===== config.mk =====
export PLATFORM = sky130hd
export DESIGN_NAME = lcd_host_port_device_flat
export DESIGN_NICKNAME = d
export VERILOG_FILES = /design/src/verilog/lcd_host_port_pkg.sv /design/src/verilog/lcd_host_bus_if.sv /design/src/verilog/lcd_host_port_device.sv /design/src/flat_wrapper.sv
export SDC_FILE = /design/constraint.sdc
export NUM_CORES = 1
export LEC_CHECK = 0
export BUFFER_PORTS_ARGS = -buffer_cell sky130_fd_sc_hd__buf_4
export CORE_MARGIN = 2
export CORE_UTILIZATION = 40
export CTS_BUF_LIST = sky130_fd_sc_hd__clkbuf_2
export DETAILED_ROUTE_END_ITERATION = 10
export GPL_ROUTABILITY_DRIVEN = 0
export PLACE_DENSITY = 0.61
export REMOVE_ABC_BUFFERS = 1
export SLEW_MARGIN = 20
export SYNTH_ARGS = -nofsm -noshare
export SYNTH_HDL_FRONTEND = slang
export SYNTH_SLANG_ARGS = --single-unit

===== constraint.sdc =====
create_clock -name core_clk -period 3.4 [get_ports core_clk]
set_clock_uncertainty 0.05 [all_clocks]
set_input_delay 0.17 -clock core_clk [delete_from_list [all_inputs] [get_ports core_clk]]
set_output_delay 0.17 -clock core_clk [all_outputs]
set_load 0.02 [all_outputs]

===== src/verilog/lcd_host_port_pkg.sv =====
package lcd_host_port_pkg;

  // ****************************************
  // bus styles and strap encodings
  // ****************************************
  typedef enum logic [1:0] {
    STYLE_GENERIC = 2'h0,
    STYLE_ENABLE_CLOCK = 2'h1,
    STYLE_DATA_STROBE = 2'h2,
    STYLE_RESERVED = 2'h3
  } bus_style_type;

  typedef enum logic [1:0] {
    KIND_NONE = 2'h0,
    KIND_COMMAND = 2'h1,
    KIND_PARAMETER = 2'h2,
    KIND_STATUS = 2'h3
  } byte_kind_type;

  localparam logic ADDR_MODE_INDIRECT = 1'h0;
  localparam logic ADDR_MODE_DIRECT = 1'h1;

  // ****************************************
  // clock limits and host timing
  // ****************************************
  localparam int CLK_PERIOD_NS = 20;
  localparam int IN_CLK_MAX_MHZ = 60;
  localparam int SHIFT_CLK_MAX_MHZ = 15;
  localparam int HOST_STROBE_NS = 200;
  localparam int HOST_STROBE_CYCLES = (HOST_STROBE_NS + CLK_PERIOD_NS - 1) / CLK_PERIOD_NS;
  localparam int HOST_SETUP_NS = 60;
  localparam int HOST_SETUP_CYCLES = (HOST_SETUP_NS + CLK_PERIOD_NS - 1) / CLK_PERIOD_NS;
  localparam logic [7:0] DATA_RESET = 8'h00;
  localparam logic [14:0] UPPER_ADDR_RESET = 15'h0000;

endpackage : lcd_host_port_pkg


===== src/verilog/lcd_host_bus_if.sv =====
`timescale 1ns/100ps
interface lcd_host_bus_if;
  logic [15:1] upperAddr;
  logic lowAddressBit;
  logic chipSelectN;
  logic readPin;
  logic writePin;
  logic [7:0] hostData;
  logic hostDataOe;
  logic [7:0] devData;
  logic devDataOe;
  logic [1:0] shiftPeriodStraps;
  logic [1:0] busStyleStraps;
  logic addressingModeStrap;
  wire [7:0] dataBus;

  // resolved bus level from the two enables
  assign dataBus = devDataOe ? devData : (hostDataOe ? hostData : 8'hFF);

  modport device (
    input upperAddr, lowAddressBit, chipSelectN, readPin, writePin,
    input hostData, hostDataOe, shiftPeriodStraps, busStyleStraps, addressingModeStrap,
    output devData, devDataOe
  );

  modport host (
    output upperAddr, lowAddressBit, chipSelectN, readPin, writePin,
    output hostData, hostDataOe, shiftPeriodStraps, busStyleStraps, addressingModeStrap,
    input devData, devDataOe, dataBus
  );
endinterface : lcd_host_bus_if


===== src/verilog/lcd_host_port_device.sv =====
`timescale 1ns/100ps
module lcd_host_port_device (
  // clock and reset
  input wire logic core_clk,
  input wire logic srst,
  // host bus
  lcd_host_bus_if.device bus,
  // controller side
  output logic wrValid,
  output logic [15:0] wrAddr,
  output logic [7:0] wrData,
  output lcd_host_port_pkg::byte_kind_type wrKind,
  output logic rdStart,
  output logic [15:0] rdAddr,
  output lcd_host_port_pkg::byte_kind_type rdKind,
  input wire logic [7:0] rdData,
  output logic [1:0] shiftPeriod,
  output lcd_host_port_pkg::bus_style_type busStyle,
  output logic directMode
);
  import lcd_host_port_pkg::*;

  // ****************************************
  // two-stage synchronisers
  // ****************************************
  localparam int SW = 8 + 15 + 1 + 3 + 5;
  logic [SW-1:0] sync1_q;
  logic [SW-1:0] sync2_q;
  logic [SW-1:0] rawIn;
  assign rawIn = {bus.hostData, bus.upperAddr, bus.lowAddressBit, bus.chipSelectN,
                  bus.readPin, bus.writePin, bus.shiftPeriodStraps, bus.busStyleStraps,
                  bus.addressingModeStrap};

  // every pin passes two flops before use; no reset here, so the true
  // pin levels (select high, straps) are in place when reset lifts
  always_ff @(posedge core_clk) begin
    sync1_q <= rawIn;
    sync2_q <= sync1_q;
  end

  wire [7:0] sData = sync2_q[31:24];
  wire [14:0] sUpper = sync2_q[23:9];
  wire sLow = sync2_q[8];
  wire sCsN = sync2_q[7];
  wire sRd = sync2_q[6];
  wire sWr = sync2_q[5];
  wire [1:0] sShift = sync2_q[4:3];
  wire [1:0] sStyle = sync2_q[2:1];
  wire sMode = sync2_q[0];

  // ****************************************
  // strap capture after reset release
  // ****************************************
  logic [1:0] shift_q;
  logic [1:0] style_q;
  logic mode_q;
  logic [1:0] strapWait_q;
  always_ff @(posedge core_clk) begin
    if (srst) begin
      strapWait_q <= 2'h0;
      shift_q <= 2'h0;
      style_q <= 2'h0;
      mode_q <= ADDR_MODE_INDIRECT;
    end else if (strapWait_q != 2'h3) begin
      strapWait_q <= strapWait_q + 2'h1;
      shift_q <= sShift;
      style_q <= sStyle;
      mode_q <= sMode;
    end
  end

  // ****************************************
  // strobe decoding per style
  // ****************************************
  logic rdPrev_q;
  logic wrPrev_q;
  always_ff @(posedge core_clk) begin
    if (srst) begin
      rdPrev_q <= 1'h1;
      wrPrev_q <= 1'h1;
    end else begin
      rdPrev_q <= sRd;
      wrPrev_q <= sWr;
    end
  end

  wire selected = ~sCsN;
  wire isGeneric = style_q == STYLE_GENERIC;
  wire isEclk = style_q == STYLE_ENABLE_CLOCK;
  wire isDs = style_q == STYLE_DATA_STROBE;
  wire rdRise = sRd & ~rdPrev_q;
  wire rdFall = ~sRd & rdPrev_q;
  wire genWrite = isGeneric & selected & sWr & ~wrPrev_q;
  wire genRead = isGeneric & selected & ~sRd;
  wire genRdStart = genRead & rdPrev_q;
  wire busEvent = (isEclk & rdRise) | (isDs & rdFall);
  wire altWrite = busEvent & selected & ~sWr;
  wire altRead = busEvent & selected & sWr;
  wire altReadHold = selected & sWr & ((isEclk & sRd) | (isDs & ~sRd));

  // full address in direct mode, bit zero only otherwise
  wire [15:0] decAddr = (mode_q == ADDR_MODE_DIRECT) ? {sUpper, sLow}
                                                     : {15'h0000, sLow};
  // byte kind from bit zero and direction
  function automatic byte_kind_type kindOf(input logic a0, input logic isRead);
    kindOf = isRead ? (a0 ? KIND_PARAMETER : KIND_STATUS)
                    : (a0 ? KIND_COMMAND : KIND_PARAMETER);
  endfunction

  // ****************************************
  // controller-side registers and data drive
  // ****************************************
  logic driving_d;
  assign driving_d = genRead | altReadHold;
  always_ff @(posedge core_clk) begin
    if (srst) begin
      wrValid <= 1'h0;
      wrAddr <= 16'h0000;
      wrData <= DATA_RESET;
      wrKind <= KIND_NONE;
      rdStart <= 1'h0;
      rdAddr <= 16'h0000;
      rdKind <= KIND_NONE;
      bus.devData <= DATA_RESET;
      bus.devDataOe <= 1'h0;
    end else begin
      wrValid <= genWrite | altWrite;
      rdStart <= genRdStart | altRead;
      if (genWrite | altWrite) begin
        wrAddr <= decAddr;
        wrData <= sData;
        wrKind <= kindOf(sLow, 1'b0);
      end
      if (genRdStart | altRead) begin
        rdAddr <= decAddr;
        rdKind <= kindOf(sLow, 1'b1);
      end
      bus.devData <= rdData;
      bus.devDataOe <= driving_d;
    end
  end

  assign shiftPeriod = shift_q;
  assign busStyle = bus_style_type'(style_q);
  assign directMode = mode_q;
endmodule : lcd_host_port_device


===== src/flat_wrapper.sv =====
// flat-port wrapper written by rule: the top's interface ports become plain ports
module lcd_host_port_device_flat import lcd_host_port_pkg::*;
  (core_clk, srst, wrValid, wrAddr, wrData, wrKind, rdStart, rdAddr, rdKind, rdData, shiftPeriod, busStyle, directMode, bus_upperAddr, bus_lowAddressBit, bus_chipSelectN, bus_readPin, bus_writePin, bus_hostData, bus_hostDataOe, bus_shiftPeriodStraps, bus_busStyleStraps, bus_addressingModeStrap, bus_devData, bus_devDataOe);
  lcd_host_bus_if bus_i ();
  input wire logic core_clk;
  input wire logic srst;
  output logic wrValid;
  output logic [15:0] wrAddr;
  output logic [7:0] wrData;
  output lcd_host_port_pkg::byte_kind_type wrKind;
  output logic rdStart;
  output logic [15:0] rdAddr;
  output lcd_host_port_pkg::byte_kind_type rdKind;
  input wire logic [7:0] rdData;
  output logic [1:0] shiftPeriod;
  output lcd_host_port_pkg::bus_style_type busStyle;
  output logic directMode;
  input wire logic [$bits(bus_i.upperAddr)-1:0] bus_upperAddr;
  input wire logic [$bits(bus_i.lowAddressBit)-1:0] bus_lowAddressBit;
  input wire logic [$bits(bus_i.chipSelectN)-1:0] bus_chipSelectN;
  input wire logic [$bits(bus_i.readPin)-1:0] bus_readPin;
  input wire logic [$bits(bus_i.writePin)-1:0] bus_writePin;
  input wire logic [$bits(bus_i.hostData)-1:0] bus_hostData;
  input wire logic [$bits(bus_i.hostDataOe)-1:0] bus_hostDataOe;
  input wire logic [$bits(bus_i.shiftPeriodStraps)-1:0] bus_shiftPeriodStraps;
  input wire logic [$bits(bus_i.busStyleStraps)-1:0] bus_busStyleStraps;
  input wire logic [$bits(bus_i.addressingModeStrap)-1:0] bus_addressingModeStrap;
  output wire logic [$bits(bus_i.devData)-1:0] bus_devData;
  output wire logic [$bits(bus_i.devDataOe)-1:0] bus_devDataOe;
  assign bus_i.upperAddr = bus_upperAddr;
  assign bus_i.lowAddressBit = bus_lowAddressBit;
  assign bus_i.chipSelectN = bus_chipSelectN;
  assign bus_i.readPin = bus_readPin;
  assign bus_i.writePin = bus_writePin;
  assign bus_i.hostData = bus_hostData;
  assign bus_i.hostDataOe = bus_hostDataOe;
  assign bus_i.shiftPeriodStraps = bus_shiftPeriodStraps;
  assign bus_i.busStyleStraps = bus_busStyleStraps;
  assign bus_i.addressingModeStrap = bus_addressingModeStrap;
  assign bus_devData = bus_i.devData;
  assign bus_devDataOe = bus_i.devDataOe;
  lcd_host_port_device u_core (.core_clk(core_clk), .srst(srst), .bus(bus_i), .wrValid(wrValid), .wrAddr(wrAddr), .wrData(wrData), .wrKind(wrKind), .rdStart(rdStart), .rdAddr(rdAddr), .rdKind(rdKind), .rdData(rdData), .shiftPeriod(shiftPeriod), .busStyle(busStyle), .directMode(directMode));
endmodule

==> run metrics <==
proportion of netlist area held by the largest area contributor=0.6669; first-pass GRT wire length=11460 um; setup TNS=0 ns; Routed WL=7103 um; final setup violation count=0; sequential-to-total area share from yosys stat=0.6669; Yosys reg bits=approximately 130; clk sinks=127; MaxCap Viol Count=0; relative slew slack=0.4218; initial antenna violation count=0; DRC=0; min Tclk post-route=~2.2 ns; HP Class=in2reg; period utilisation layout=0.6520; Via-to-Cell Ratio=4.237; CTS Buf Count=17; Final Hold Viols=0; synth-to-layout area growth=40.01%; CP required=3.87 ns; crit path cell chain=or3b_4 > nor4b_4 > or2_2 > mux2i_1; most frequent cells after synthesis=dfxtp_1, nand2b_1, mux2i_1; worst r2r src=u_core.busStyle[0]$_SDFFE_PP0P_; Crit Path Category=reg2reg; Ports=103; RSZ-0062 raised after global routing=false; Synth area leaders=dfxtp_1, mux2i_1, nand2b_1; DR vias=roughly 2500; die area=between 10000 and 15000 sq um; gr usage total=0.1453; later-pin clock latency in the skew report=0.60 ns; Initial Utilization=0.4126; CTS HTree Levels=4; std cell rows=35; Critical Path End Type=register; hold wc startpoint=bus_hostData[3]; Post-synth EDFFs=0; post-detail-place hpwl=4226 um; Worst-Margin Slew=0.8672 ns; FFs w/ async S/R, synth=0; Avg WL per Cell=11.84 um; crit-path max FO=25; total grt overflow=0; largest net degree at the start of global routing=75; proportion of layout cells with a drive suffix above 1=0.3036; worst vdd ir=~0.00028 V; Mean Syn Cell Area=between 10 and 15 sq um; Crit path largest cell delay=0.72 ns; die height=a little over 100 um; Final nets=502; Synth cell types=33; Core Box Area=a little over 9000 sq um; crit path from=u_core.busStyle[0]$_SDFFE_PP0P_; R2R depth=4; vias in the first global route=~2400; leading area contributor after synthesis=dfxtp_1; hold depth=2; Mapped Cells=304; Setup crit start kind=register; Worst EP arrival=2.69 ns; Tot Pwr=around 2.6 mW; Max clock buf depth=2; Worst path slowest cell=or2_2; leakage power=2.332 nW; synth warn=0; placed insts=slightly above 500; FMAX=451.1 MHz; Max Slew Vio Count=0; Post-DP Area=4634 sq um; Detailed Routing Iterations Pass 1=4; fin cells=600; DIE WIDTH=about 100 um; dominant synthesized flop cell=dfxtp_1; CTS tree=done; final instance area=5338 sq um; Worst-path clk slew=0.20 ns; status=completed; antenna viol nets, final=0; most numerous cell in the Yosys netlist=dfxtp_1; DRT iter0 DRCs=55; Antenna Cells=0; synthesized cell area=3812 sq um; Root Driver=clkbuf_2; IO buf count=101; pwr/cell area=about 500 nW/um^2
==> cells in the final DEF, fill, tap and decap left out, drive strengths merged, types with 2 or more instances in the layout <==
cell         synthesis  final
inv                  2      3
clkinv               0      6
dlygate4sd3          0     49
buf                  8    103
dfxtp              127    127
nor2b               10     10
clkinvlp             0      5
nand2               16     16
nand2b              49     49
a21oi                3      3
nor3                 2      2
or2                  4      4
nor2                11     11
a211oi               2      2
clkbuf               9     19
mux2i               46     46
==> final cells by class <==
type,instances,area (sq um)
Inverter,2,7.507
Sequential cell,127,2542
Fill cell,773,3902
Timing Repair Buffer,152,1264
Clock buffer,19,95.09
Clock inverter,13,117.6
Multi-Input combinational cell,158,1150
Tap cell,129,161.4
==> flip-flops by register name, summed over array words and instances, names as in the netlist <==
register,count
u_core.bus.devData,8
u_core.bus.devDataOe,1
u_core.busStyle,2
u_core.directMode,1
u_core.rdAddr,16
u_core.rdKind,2
u_core.rdPrev_q,1
u_core.rdStart,1
u_core.shiftPeriod,2
u_core.strapWait_q,2
u_core.sync1_q,32
u_core.sync2_q,32
u_core.wrAddr,15
u_core.wrData,8
u_core.wrKind,2
u_core.wrPrev_q,1
u_core.wrValid,1
==> kinds of logic (layout without fill, tap and decap cells) <==
logic type               Yosys count  after routing  share of synthesized area
AO/OA/AOI/OAI                      9              9                    0.01674
buffers and inverters             19            186                    0.03347
multiplexers                      47             47                     0.1237
adder cells (fa/ha/maj)            1              1                   0.003281
flip-flops                       127            127                     0.6669
AND/OR/NAND/NOR                  100            100                     0.1536
XOR/XNOR                           1              1                   0.002298
==> stage by stage <==
stage | utilization | setup WS, ns | hold WS, ns
3_3_place_gp | 0.5016 | 1.226 | 0.2247
5_1_grt | 0.5777 | 1.011 | 0.02990
3_5_place_dp | 0.5016 | 1.196 | 0.2254
4_1_cts | 0.5777 | 1.151 | 0.06602
2_1_floorplan | - | 0.9732 | 0.1477
6_report | 0.5777 | 1.183 | 0.1399
==> worst paths after layout <==
check | end | slack [ns]
worst min register to register | u_core.sync2_q[25]$_DFF_P_ | 0.26
worst min-delay path | u_core.sync1_q[27]$_DFF_P_ | 0.14
worst max-delay path | u_core.wrData[5]$_SDFFE_PP0P_ | 1.18
worst max register to register | u_core.wrData[5]$_SDFFE_PP0P_ | 1.18
==> where the power goes <==
group,leakage [nW],switching (mW),internal (mW)
sequential,1.05,0.0293,1.56
combinational,1.16,0.107,0.146
clock,0.122,0.535,0.268
==> metal layers <==
metal	GRT usage	wire, um
met1	0.1719	3226
met2	0.2232	3215
met3	0.07522	587
met4	0.05821	74
met5	0	0
==> repair_timing <==
| item | CTS | global route |
|---|---|---|
| hold buffers | 49 | 0 |
| hold endpoints to repair | 49 | 0 |
| buffers inserted | 0 | 0 |
| gates resized for setup | 0 | 0 |
==> worst max-delay path, delay by kind of cell (launching register included) <==
family,cells,cell delay [ns]
and+or+nand+nor,3,1.38
DFF,1,0.42
muxes,1,0.27
No activity file was read; power rests on OpenSTA's default activity.
